[config.mk]
export PLATFORM = sky130hd
export DESIGN_NAME = code_protect_gate
export DESIGN_NICKNAME = d
export VERILOG_FILES = /design/src/rtl/code_protect_pkg.sv /design/src/rtl/code_protect_if.sv /design/src/rtl/code_protect_check.sv /design/src/rtl/code_protect_gate.sv
export VERILOG_INCLUDE_DIRS = /design/src /design/src/rtl
export SDC_FILE = /design/constraint.sdc
export NUM_CORES = 1
export LEC_CHECK = 0
export BUFFER_PORTS_ARGS = -buffer_cell sky130_fd_sc_hd__buf_4
export CORE_AREA = 5 5 92 94
export DETAILED_ROUTE_END_ITERATION = 16
export DIE_AREA = 0 0 97 99
export PLACE_DENSITY = 0.64
export SLEW_MARGIN = 20
export SYNTH_ARGS = -nofsm -noshare
export SYNTH_HDL_FRONTEND = slang
export SYNTH_SLANG_ARGS = --single-unit
[constraint.sdc]
create_clock -name clk -period 1.55 [get_ports clk]
set_input_delay 0.2325 -clock clk [delete_from_list [all_inputs] [get_ports clk]]
set_output_delay 0.2325 -clock clk [all_outputs]
set_load 0.05 [all_outputs]
[src/rtl/code_protect_regs.svh]
// constants for the program memory code-protection gate
`ifndef CODE_PROTECT_REGS_SVH
`define CODE_PROTECT_REGS_SVH
`define PMODE_WIDTH        3
`define PMODE_PROTECTED    3'h0
`define PMODE_MICROPROC    3'h2
`define PMODE_EXTENDED     3'h3
`define PMODE_RESET        3'h7
`define ADDR_WIDTH         16
`define DATA_WIDTH         16
`define INTERNAL_TOP_RESET 16'h0fff
`endif

[src/rtl/code_protect_pkg.sv]
// types shared by the code-protection gate
`default_nettype none
package code_protect_pkg;
    typedef enum logic [2:0] {
        ST_IDLE  = 3'b001,
        ST_GRANT = 3'b010,
        ST_BLOCK = 3'b100
    } gate_state_e;
endpackage
`default_nettype wire

[src/rtl/code_protect_if.sv]
// access request carrier between the gate and its checker
`timescale 1ns/100ps
`default_nettype none
`include "code_protect_regs.svh"
interface code_protect_if;
    logic [`ADDR_WIDTH-1:0] issue_pc;
    logic [`ADDR_WIDTH-1:0] internal_top;
    logic [`PMODE_WIDTH-1:0] pmode;
    logic                   verify_mode;
    logic                   allow;
    modport gate  (output issue_pc, output internal_top, output pmode, output verify_mode, input allow);
    modport check (input issue_pc, input internal_top, input pmode, input verify_mode, output allow);
endinterface
`default_nettype wire

[src/rtl/code_protect_check.sv]
// combinational permission decision for one program memory access
`timescale 1ns/100ps
`default_nettype none
`include "code_protect_regs.svh"
module code_protect_check
    import code_protect_pkg::*;
(
    code_protect_if.check bus
);
    wire protected_mode;
    wire pc_internal;
    // protection only when the mode field is all zeros
    assign protected_mode = (bus.pmode == `PMODE_PROTECTED);
    // bound compare of the issuing instruction address
    assign pc_internal    = (bus.issue_pc <= bus.internal_top);
    // protected: only internal code passes, verify read-out is refused too;
    // unprotected: everything passes, verify read-out included
    assign bus.allow = !protected_mode || (pc_internal && !bus.verify_mode);
endmodule // code_protect_check
`default_nettype wire

[src/rtl/code_protect_gate.sv]
// program memory code-protection gate between core and program memory
//
// Notes on behaviour
// mode field all zeros selects protection
// internal code still reads and writes memory
// external code access to memory blocked
// unprotected part allows verify read-out
// bus modes hand ports c,d,e to bus
// compare issuing address against internal top
`timescale 1ns/100ps
`default_nettype none
`include "code_protect_regs.svh"
module code_protect_gate
    import code_protect_pkg::*;
(
    input  wire  logic                    clk,
    input  wire  logic                    rst_n,
    input  wire  logic [`PMODE_WIDTH-1:0] processor_mode_select,
    input  wire  logic [`ADDR_WIDTH-1:0]  internal_top,
    input  wire  logic                    verify_req,
    input  wire  logic                    acc_req,
    input  wire  logic                    acc_write,
    input  wire  logic [`ADDR_WIDTH-1:0]  acc_pc,
    input  wire  logic [`ADDR_WIDTH-1:0]  acc_addr,
    input  wire  logic [`DATA_WIDTH-1:0]  acc_wdata,
    input  wire  logic [`DATA_WIDTH-1:0]  mem_rdata,
    output var   logic                    mem_rd,
    output var   logic                    mem_wr,
    output var   logic [`ADDR_WIDTH-1:0]  mem_addr,
    output var   logic [`DATA_WIDTH-1:0]  mem_wdata,
    output var   logic                    acc_done,
    output var   logic                    acc_blocked,
    output var   logic [`DATA_WIDTH-1:0]  acc_rdata,
    output var   logic                    sysbus_enable,
    output var   logic                    code_protected
);
    ////////////////////////////////////////////////////////////////////////////
    code_protect_if      link();
    gate_state_e         state;
    gate_state_e         next_state;
    logic                pending_write;

    ////////////////////////////////////////////////////////////////////////////
    // mode field decoders for the status flags; the grant path must agree on
    // the encodings and decodes the protected one again in code_protect_check
    function automatic logic mode_is_protected
    (
        input logic [`PMODE_WIDTH-1:0] mode
    );
        return (mode == `PMODE_PROTECTED);
    endfunction

    function automatic logic mode_is_bus
    (
        input logic [`PMODE_WIDTH-1:0] mode
    );
        return (mode == `PMODE_MICROPROC) || (mode == `PMODE_EXTENDED);
    endfunction

    // state decoder; the answer cycle covers both outcomes of a request
    function automatic logic state_is_answer
    (
        input gate_state_e s
    );
        return (s == ST_GRANT) || (s == ST_BLOCK);
    endfunction

    ////////////////////////////////////////////////////////////////////////////
    // carrier towards the permission check; the check is combinational, so
    // the request fields only have to be valid while acc_req is high
    assign link.issue_pc     = acc_pc;
    assign link.internal_top = internal_top;
    assign link.pmode        = processor_mode_select;
    assign link.verify_mode  = verify_req;

    // range compare and verify refusal sit in one small module, so a second
    // requester could share them without copying the decode
    code_protect_check u_check
    (
        .bus (link.check)
    );

    ////////////////////////////////////////////////////////////////////////////
    // decoded mode bits; ports c,d,e become bus only in bus modes
    wire                 bus_mode;
    wire                 prot_now;
    wire                 grant;
    wire                 idle;
    wire                 take;
    wire                 next_mem_rd;
    wire                 next_mem_wr;
    wire                 next_acc_done;
    wire                 next_acc_blocked;
    wire                 load_rdata;
    wire                 clear_rdata;

    assign bus_mode = mode_is_bus(processor_mode_select);
    assign prot_now = mode_is_protected(processor_mode_select);
    // one allow bit carries both the range compare and the verify refusal
    assign grant    = link.allow;

    // a request is looked at only while idle; one in a busy cycle is dropped
    // without an answer, so the core must keep its requests spaced out
    assign idle     = (state == ST_IDLE);
    assign take     = idle && acc_req;

    // strobes only for granted requests: a blocked access never shows at memory
    assign next_mem_rd = take && grant && !acc_write;
    assign next_mem_wr = take && grant && acc_write;

    // answer side: done for both outcomes, blocked only for a refusal
    assign next_acc_done    = state_is_answer(state);
    assign next_acc_blocked = (state == ST_BLOCK);
    // read data is taken while the read strobe is out; memory must answer
    // within that cycle, there is no wait state
    assign load_rdata       = (state == ST_GRANT) && !pending_write;
    assign clear_rdata      = (state == ST_BLOCK);

    // next state: one access in flight; the answer cycle always returns to idle
    // an unknown state code falls back to idle rather than hanging the core
    always_comb
    begin
        next_state = state;
        case (state)
            ST_IDLE:
            begin
                if (acc_req)
                    next_state = grant ? ST_GRANT : ST_BLOCK;
            end
            ST_GRANT: next_state = ST_IDLE;
            ST_BLOCK: next_state = ST_IDLE;
            default:  next_state = ST_IDLE;
        endcase
    end

    ////////////////////////////////////////////////////////////////////////////
    // state register
    always_ff @(posedge clk or negedge rst_n)
    begin
        if (!rst_n)
            state <= ST_IDLE;
        else
            state <= next_state;
    end

    // memory strobes, one cycle each; never both at once
    always_ff @(posedge clk or negedge rst_n)
    begin
        if (!rst_n)
        begin
            mem_rd <= 1'b0;
            mem_wr <= 1'b0;
        end
        else
        begin
            mem_rd <= next_mem_rd;
            mem_wr <= next_mem_wr;
        end
    end

    // address and data are captured on every take, refused ones too; memory
    // ignores them without a strobe, and the hold saves a mux on the pins
    always_ff @(posedge clk or negedge rst_n)
    begin
        if (!rst_n)
        begin
            mem_addr      <= '0;
            mem_wdata     <= '0;
            pending_write <= 1'b0;
        end
        else if (take)
        begin
            mem_addr      <= acc_addr;
            mem_wdata     <= acc_wdata;
            pending_write <= acc_write;
        end
    end

    ////////////////////////////////////////////////////////////////////////////
    // answer to the core one cycle after the strobe
    always_ff @(posedge clk or negedge rst_n)
    begin
        if (!rst_n)
        begin
            acc_done    <= 1'b0;
            acc_blocked <= 1'b0;
        end
        else
        begin
            acc_done    <= next_acc_done;
            acc_blocked <= next_acc_blocked;
        end
    end

    // read data holds between accesses; a refused access returns zero so no
    // stale word from an earlier granted read reaches external code
    always_ff @(posedge clk or negedge rst_n)
    begin
        if (!rst_n)
            acc_rdata <= '0;
        else if (load_rdata)
            acc_rdata <= mem_rdata;
        else if (clear_rdata)
            acc_rdata <= '0;
    end

    ////////////////////////////////////////////////////////////////////////////
    // mode status flags, registered so the outputs come from flops; the mode
    // field is configuration, so one cycle of lag costs nothing
    always_ff @(posedge clk or negedge rst_n)
    begin
        if (!rst_n)
        begin
            sysbus_enable  <= 1'b0;
            code_protected <= 1'b0;
        end
        else
        begin
            sysbus_enable  <= bus_mode;
            code_protected <= prot_now;
        end
    end
endmodule // code_protect_gate
`default_nettype wire

==> flow_summary.yaml, run 1 <==
layout:
  antenna_cells: 0
  final_util: 0.5228
  final_area_mm2: 0.003956
  fillerInstances: 712
  fin_nets: 510
  drive_gt1_frac: 0.4088
  syn_to_final_growth_pct: 55.15
  fin_cells: 513
synthesis:
  async_flop_share: 1.000
  yosysWarnings: 0
  synth_common_cells: "nand2_1 (105), dfrtp_1 (57), inv_1 (17), a22o_1 (16), ha_1 (16)"
  avgSynthCellArea_um2: 9.884
  synth_edf_count: 0
  synthesis.instances: 258
  synth.area.top_cells: "dfrtp_1 (56%), nand2_1 (15%), ha_1 (7.9%), a22o_1 (5.5%), inv_1 (2.5%)"
  synth_top_area_cell: "dfrtp_1"
  seq_area_frac_synth: 0.5697
  syn_nets: 362
  synth_area_mm2: 0.002550
  synth.most_common_cell: "nand2_1"
  synthDistinctLibCells: 26
  yosysTopAreaCellShare: 0.5594
  synthFlopType: "dfrtp_1"
  ys_ff_latch: 58
die:
  io_pins: 142
  die_w_um: 97
  core-area_mm2: 0.007567
  die_y_um: 99
  row_count: 32
  initial_core_util: 0.3370
  dieArea_mm2: 0.009603
clock_tree:
  path_clk_slew_ps: 60
  cts-buffers-inserted: 9
  clock_path_buffers: 2
  cts_root_buf: "clkbuf_8"
  clkLatencyLatePin_ps: 320
  cts_tree: "yes"
  cts.sinks: 58
  h-tree-depth: 3
  post_cts_buffers: 0
sta:
  max_freq_mhz: 711.8
  timing.slew.headroom: 0.7463
  period_minus_slack_ps: 1405
  setup_viol: 0
  maxSlewViolCount: 0
  tightestPinTransition_ps: 380.6
  rsz0062_at_grt: "false"
  fin_skew_ps: 6.274
  hold_viol: 0
  finalCritPeriodShare: 0.9064
global_route:
  antenna_found_initial: 0
  overflow: 0
  grt_start_max_net_pins: 37
  grt_pass1_wl_um: 10700
  grt_pass1_vias: 2312
  grt_util_all_layers: 0.1372
placed_design:
  dpl.cell_count: 496
  placed_cell_area_mm2: 0.003725
  numPortBuffers: 141
  dpl.hpwl_um: 5276
  gp_congestion: 0.7513
worst_setup_path:
  end_kind: "register"
  crit_type: "register to register"
  slowest_stage: "dfstp_2"
  required_ps: 1790
  worstPathMaxFanout: 15
  worst-path-buf-inv: 1
  cp_top_family: "flip-flops"
  crit_chain: "and3_1 > buf_4 > nand2_1 > a21oi_1"
  slowest_delay_ps: 570
  critPathArrivalTime_ps: 1640
  crit_path_start_kind: "register"
power:
  power_density_mw_per_mm2: 1664
  leakage_nw: 2.219
  ir_drop_mv: 0.7486
detailed_routing:
  drtAntennaViolNets: 0
  dr.first_iter.drc_count: 47
  first_pass_iters: 4
  routed_wl_um: 6681
  drc: 0
  via_per_inst: 4.374
  wl_per_cell_um: 13.02
  vias: 2244
status:
  status: "completed"
job:
  maxCapViolations: 0
worst_hold_path:
  hp-class: "input pin to register"
-- metrics by stage --
stage	setup WS (ps)	hold WS, ps	TNS [ps]	total power [mW]
2_1_floorplan	113.1	-63.09	0	4.091
3_3_place_gp	-48.40	183.9	-132.3	5.103
3_5_place_dp	-109.8	180.4	-390.3	5.134
4_1_cts	69.06	45.81	0	6.678
5_1_grt	25.70	47.72	0	6.938
6_report	145.1	69.31	0	6.583
-- layout by cell type (no fill, tap or decap), drive strengths merged --
cell type and n:
and3 2, clkbuf 11, dlygate4sd3 1, nand2b 3, a21oi 9, nand4 3, a211oi 1, o21ai 3
nor3 5, dfrtp 57, ha 16, nor4 2, bufinv 2, a21boi 1, inv 18, nor2b 2
clkinvlp 1, a22o 16, buf 145, nand2 105, dfstp 1, clkinv 2, nor2 4, a21o 1
-- kinds of logic (layout without fill, tap and decap cells) --
family / count (synthesis) / in the layout / synth area share
simple gates: 126 / 126 / 0.2169
compound gates: 31 / 31 / 0.08734
flops: 58 / 58 / 0.5697
buf+inv: 27 / 180 / 0.04759
fa+ha+maj: 16 / 16 / 0.07851
-- routing by layer --
layer | up-vias | routed length (µm) | global-route usage
li1 | 1132 | - | -
met1 | 1025 | 2889 | 0.1666
met2 | 81 | 3202 | 0.2229
met3 | 6 | 534 | 0.05308
met4 | 0 | 54 | 0.04860
met5 | - | 0 | 0
-- final timing paths --
path	startpoint	to	slack (ps)	depth (start not counted)
max in group asynchronous	rst_n	state[0]$_DFFE_PN1P_	610	3
setup / recovery	state[0]$_DFFE_PN1P_	mem_wr$_DFF_PN0_	150	4
min in group asynchronous	rst_n	mem_wdata[10]$_DFFE_PN0P_	380	2
hold / removal	processor_mode_select[2]	sysbus_enable$_DFF_PN0_	70	2
setup reg to reg	state[0]$_DFFE_PN1P_	mem_wr$_DFF_PN0_	150	4
hold reg to reg	mem_wdata[1]$_DFFE_PN0P_	mem_wdata[1]$_DFFE_PN0P_	480	2
-- repair_timing --
| action | in CTS | in global routing |
|---|---|---|
| hold buffers | 1 | 0 |
| endpoints found under the hold margin | 28 | 0 |
| resized for setup | 0 | 2 |
| endpoints found under the setup margin | 0 | 5 |
-- cell type report --
class,count,area [µm²],share of cell area
well taps,102,127.6,0.03226
clock buffers,11,141.4,0.03574
multi-input cells,173,975.9,0.2467
clock inverters,5,77.57,0.01961
flip-flops and latches,58,1453,0.3672
repair buffers,146,1111,0.2808
inverters,18,70.07,0.01771
-- power by group --
group	total, mW	switching, mW	internal (mW)
combinational	2.92	1.98	0.935
sequential	2.16	0.233	1.93
clock	1.50	0.558	0.944
-- flip-flops by register name, summed over array words and instances, names as in the netlist --
name	flops
acc_rdata	16
mem_addr	16
mem_wdata	16
state	3
acc_blocked	1
acc_done	1
code_protected	1
mem_rd	1
mem_wr	1
pending_write	1
sysbus_enable	1
Note: power is estimated with default switching activity, not from simulation.
==> run 2, diff against run 1 <==
--- a/config.mk
+++ b/config.mk
@@ -6,11 +6,12 @@
 export SDC_FILE = /design/constraint.sdc
 export NUM_CORES = 1
 export LEC_CHECK = 0
+export ABC_AREA = 1
 export BUFFER_PORTS_ARGS = -buffer_cell sky130_fd_sc_hd__buf_4
-export CORE_AREA = 5 5 92 94
+export CORE_AREA = 5 5 94 96
 export DETAILED_ROUTE_END_ITERATION = 16
-export DIE_AREA = 0 0 97 99
-export PLACE_DENSITY = 0.64
+export DIE_AREA = 0 0 99 101
+export PLACE_DENSITY = 0.63
 export SLEW_MARGIN = 20
 export SYNTH_ARGS = -nofsm -noshare
 export SYNTH_HDL_FRONTEND = slang
==> run 2 against run 1 <==
Hold slack got worse by 6.4 ps. Critical path depth rose by 1. Synthesized cell count is 19% higher. Flip-flop and latch count did not move. Total power rose by 2.6%. Global-route usage hardly changed. Core utilization down 1.2 points. Maximum frequency increased by 15%. Largest cell class unchanged. Combinational power is 5% higher. Largest power group unchanged. Non-clock buffer count rose by 1. Via count up 6.8%.
==> flow_summary.yaml, run 2 <==
synthesis:
  synth_edf_count: 0
  synth.most_common_cell: "nand2_1"
  synth_common_cells: "nand2_1 (118), dfrtp_1 (57), inv_1 (42), nand3_1 (18)"
  synthDistinctLibCells: 22
  synthesis.instances: 308
  synth_area_mm2: 0.002656
  synth_top_area_cell: "dfrtp_1"
  yosysWarnings: 0
  yosysTopAreaCellShare: 0.5370
  async_flop_share: 1.000
  seq_area_frac_synth: 0.5469
  syn_nets: 412
  synthFlopType: "dfrtp_1"
  synth.area.top_cells: "dfrtp_1 (54%), nand2_1 (17%), ha_1 (7.5%), inv_1 (5.9%), nand3_1 (3.4%)"
  ys_ff_latch: 58
  avgSynthCellArea_um2: 8.624
sta:
  finalSetupTns_ps: 0
  rsz0062_at_grt: "false"
  period_minus_slack_ps: 1220
  fin_skew_ps: 7.342
  finalCritPeriodShare: 0.7874
  max_freq_mhz: 819.4
  hold_viol: 0
  setup_slack_ps: 329.5
  maxSlewViolCount: 0
  timing.slew.headroom: 0.5295
  tightestPinTransition_ps: 705.8
  setup_viol: 0
clock_tree:
  cts_tree: "yes"
  cts.sinks: 58
  post_cts_buffers: 0
  clock_path_buffers: 2
  path_clk_slew_ps: 60
  cts_root_buf: "clkbuf_8"
  clkLatencyLatePin_ps: 320
  cts-buffers-inserted: 9
  h-tree-depth: 3
layout:
  drive_gt1_frac: 0.3753
  fillerInstances: 774
  antenna_cells: 0
  fin_nets: 560
  reg_top3: "acc_rdata: 16 flops, mem_addr: 16 flops, mem_wdata: 16 flops"
  syn_to_final_growth_pct: 53.23
  mostFrequentLayoutCell: "buf_4"
  final_cell_mix: "buf_4 (145), nand2_1 (118), dfrtp_1 (57)"
global_route:
  grt_pass1_wl_um: 11050
  grt_start_max_net_pins: 59
  overflow: 0
  grt_util_all_layers: 0.1377
  antenna_found_initial: 0
  grt_pass1_vias: 2436
detailed_routing:
  drtAntennaViolNets: 0
  wl_per_cell_um: 12.05
  first_pass_iters: 8
  vias: 2396
  routed_wl_um: 6819
  via_per_inst: 4.233
  drc: 0
  dr.first_iter.drc_count: 58
worst_setup_path:
  worstPathMaxFanout: 18
  crit_type: "register to register"
  crit_path_start_kind: "register"
  end_kind: "register"
  required_ps: 1800
  critPathArrivalTime_ps: 1470
die:
  row_count: 33
  die_w_um: 99
  dieArea_mm2: 0.009999
  initial_core_util: 0.3333
  io_pins: 142
  core-area_mm2: 0.007969
  die_y_um: 101
power:
  power_density_mw_per_mm2: 1660
  ir_drop_mv: 0.6924
  leakage_nw: 2.358
placed_design:
  dpl.hpwl_um: 5386
  numPortBuffers: 141
  gp_congestion: 0.7562
  post-place-ws_ps: 31.90
worst_hold_path:
  hp-class: "input pin to register"
job:
  maxCapViolations: 0
status:
  status: "completed"
run 2: kinds of logic (layout without fill, tap and decap cells):
kind of cell / Yosys count / in the layout / synth area share
simple gates: 153 / 153 / 0.2435
flops: 58 / 58 / 0.5469
buf+inv: 55 / 208 / 0.08431
compound gates: 26 / 26 / 0.04993
fa+ha+maj: 16 / 16 / 0.07536
run 2: cell type report:
cell class / instances / area (µm²) / share of cell area
Sequential cell: 58 / 1453 / 0.3569
Timing Repair Buffer: 147 / 1119 / 0.2748
Clock inverter: 5 / 77.57 / 0.01906
Clock buffer: 11 / 141.4 / 0.03474
Inverter: 45 / 168.9 / 0.04150
Tap cell: 105 / 131.4 / 0.03228
Multi-Input combinational cell: 195 / 979.7 / 0.2407
run 2: worst max-delay path, cell delays in order (launching register included):
cell and delay (ps):
dfstp_2 570, nand4_4 120, inv_2 100, buf_4 220, nand2_2 80, nor2_2 70
run 2: worst paths after layout:
check                                                 to                      from  slack, ps  cells past startpoint
worst min register to register     acc_blocked$_DFF_PN0_      state[1]$_DFFE_PN0P_        460                      1
max in group asynchronous               mem_rd$_DFF_PN0_                     rst_n        560                      2
worst max-delay path                    mem_rd$_DFF_PN0_      state[0]$_DFFE_PN1P_        330                      5
min in group asynchronous       acc_rdata[8]$_DFFE_PN0P_                     rst_n        510                      2
worst max register to register          mem_rd$_DFF_PN0_      state[0]$_DFFE_PN1P_        330                      5
worst min-delay path             sysbus_enable$_DFF_PN0_  processor_mode_select[2]         60                      2
run 2: report_power, final:
part | leakage (nW) | internal, mW | total [mW] | switching [mW]
Sequential | 0.725 | 1.95 | 2.19 | 0.248
Combinational | 1.52 | 0.960 | 3.06 | 2.10
Clock | 0.109 | 0.944 | 1.51 | 0.562
Total | 2.36 | 3.85 | 6.76 | 2.91
run 2: routing by layer:
metal | track usage | wire [µm] | vias to the layer above
li1 | - | - | 1241
met1 | 0.1674 | 2875 | 1071
met2 | 0.2324 | 3382 | 75
met3 | 0.04360 | 507 | 9
met4 | 0.04412 | 53 | 0
met5 | 0 | 0 | -
run 2: per-stage QoR:
stage / power (mW) / hold slack (ps) / cells / util / cell area, µm²
after floorplan: 4.215 / -63.09 / 308 / - / 2656
after global placement: 5.269 / 335.5 / 549 / 0.4820 / 3841
after detailed placement: 5.307 / 337.5 / 549 / 0.4820 / 3841
after CTS: 6.852 / 40.41 / 566 / 0.5108 / 4070
after global routing: 7.136 / 35.21 / 566 / 0.5108 / 4070
final: 6.757 / 62.94 / 566 / 0.5108 / 4070
run 2: repair_timing:
action	CTS	global route
resized for setup	0	0
hold endpoints to repair	57	0
hold buffers	1	0
==> run 3, diff against run 2 <==
==> constraint.sdc (replaced) <==
create_clock -name clk -period 1.2 [get_ports clk]
set_input_delay 0.18 -clock clk [delete_from_list [all_inputs] [get_ports clk]]
set_output_delay 0.18 -clock clk [all_outputs]
set_load 0.05 [all_outputs]
==> run 3 against run 2 <==
Routed wire length increased by 9.5%. Clock power grew 30%. Core utilization up 5.1 points. Final cell count increased by 1.2%. Critical endpoint is now mem_addr[11]$_DFFE_PN0P_.
==> flow_summary.yaml, run 3 (synthesis gave the netlist of run 2 again) <==
sta:
  max_freq_mhz: 858.1
  period_minus_slack_ps: 1165
  tightestPinTransition_ps: 344.9
  hold_viol: 0
  setup_slack_ps: 34.59
  timing.slew.headroom: 0.7701
  maxSlewViolCount: 0
  setup_viol: 0
  finalCritPeriodShare: 0.9712
  rsz0062_at_grt: "true"
  fin_skew_ps: 7.721
power:
  switchingPower_mw: 3.862
  ir_drop_mv: 0.9989
  internal_power_mw: 5.145
  p_seq_frac: 0.316
  power_frac_clock: 0.217
  leakage_nw: 2.459
  switching_share: 0.4288
  power_density_mw_per_mm2: 2010
  comb_power_share: 0.467
detailed_routing:
  drc: 0
  drtAntennaViolNets: 0
  wl_per_cell_um: 13.03
  dr.first_iter.drc_count: 33
  routed_wl_um: 7465
  vias: 2479
  first_pass_iters: 4
  via_per_inst: 4.326
worst_setup_path:
  reg2reg_from: "state[0]$_DFFE_PN1P_"
  end_kind: "register"
  worstSetupStartpoint: "state[0]$_DFFE_PN1P_"
  crit_path_start_kind: "register"
  crit_type: "register to register"
  critPathArrivalTime_ps: 1430
  required_ps: 1460
  worstPathMaxFanout: 16
  reg2regPathDepth: 5
layout:
  fin_cells: 573
  reg_top3: "acc_rdata: 16 flops, mem_addr: 16 flops, mem_wdata: 16 flops"
  syn_to_final_growth_pct: 68.68
  antenna_cells: 0
  final_area_mm2: 0.004481
  final_cell_mix: "buf_4 (144), nand2_1 (112), dfrtp_1 (57)"
  fin_nets: 568
  mostFrequentLayoutCell: "buf_4"
  drive_gt1_frac: 0.4808
  final_util: 0.5623
clock_tree:
  clock_path_buffers: 2
  cts-buffers-inserted: 9
  path_clk_slew_ps: 60
  h-tree-depth: 3
  cts_root_buf: "clkbuf_8"
  cts_tree: "yes"
  post_cts_buffers: 0
  cts.sinks: 58
  clkLatencyLatePin_ps: 320
placed_design:
  gp_congestion: 0.7438
  placed_cell_area_mm2: 0.004070
  dpl.hpwl_um: 5612
  dpl.cell_count: 553
  numPortBuffers: 141
  post-place-ws_ps: -238.1
global_route:
  grt_util_all_layers: 0.1464
  antenna_found_initial: 0
  grt_start_max_net_pins: 33
  grt_pass1_vias: 2485
  grt_pass1_wl_um: 11790
  overflow: 0
die:
  core-area_mm2: 0.007969
  io_pins: 142
  row_count: 33
  die_w_um: 99
  die_y_um: 101
  initial_core_util: 0.3333
  dieArea_mm2: 0.009999
worst_hold_path:
  hold_start: "processor_mode_select[2]"
  hp-class: "input pin to register"
  whs_path_depth: 2
job:
  maxCapViolations: 0
status:
  status: "completed"
[run 3: cell types whose count changed in the layout (fill, tap and decap cells not counted), sizes merged]
cell	delta
clkbuf	+6
dlygate4sd3	+1
buf	+4
bufinv	-1
clkinv	-1
clkinvlp	-1
inv	-1
[run 3: final timing paths]
kind	endpoint	slack, ps
hold / removal	sysbus_enable$_DFF_PN0_	20
setup reg to reg	mem_addr[11]$_DFFE_PN0P_	30
max in group asynchronous	state[1]$_DFFE_PN0P_	460
min in group asynchronous	acc_rdata[15]$_DFFE_PN0P_	320
setup / recovery	mem_addr[11]$_DFFE_PN0P_	30
hold reg to reg	mem_addr[8]$_DFFE_PN0P_	480
[run 3: stage by stage]
| step | TNS (ps) | hold slack [ps] | power, mW |
|---|---|---|---|
| 5_1_grt | -902.0 | 12.77 | 9.535 |
| 3_3_place_gp | -678.3 | 108.4 | 6.905 |
| 3_5_place_dp | -844.3 | 109.9 | 6.959 |
| 6_report | 0 | 21.34 | 9.007 |
| 4_1_cts | 0 | 7.187 | 8.967 |
| 2_1_floorplan | 0 | -115.6 | 5.489 |
[run 3: power groups by stage]
stage | Sequential [mW] | Clock [mW] | Combinational, mW
after detailed placement | 2.84 | 0 | 4.11
after global routing | 2.93 | 2.13 | 4.48
final | 2.85 | 1.96 | 4.21
after CTS | 2.83 | 2.02 | 4.12
after global placement | 2.85 | 0 | 4.06
after floorplan | 4.73 | 0 | 0.755
[run 3: metal layers]
metal | track usage | routed length, µm | vias up | part of all wire
li1 | - | - | 1260 | -
met1 | 0.1887 | 3156 | 1129 | 0.42
met2 | 0.2319 | 3635 | 81 | 0.49
met3 | 0.05121 | 581 | 9 | 0.078
met4 | 0.04517 | 92 | 0 | 0.012
met5 | 0 | 0 | - | 0
[run 3: timing repair]
action	4_1_cts	5_1_grt
hold endpoints to repair	21	0
pin swaps	1	5
setup endpoints to repair	23	50
gates resized for setup	1	24
cloned	0	3
hold buffers	2	0
[run 3: final cells by class]
class	count	area, µm²
clock buffers	14	192.7
flip-flops and latches	58	1453
inverters	45	186.4
well taps	105	131.4
clock inverters	1	30.03
multi-input cells	195	1209
repair buffers	155	1279
fillers	732	3488
[run 3: worst max-delay path: stages, from the launching register on]
cell and delay [ps]:
dfstp_2 580, nand4_4 130, clkinv_4 110, clkbuf_16 170, nand2_1 60, nand2_1 50
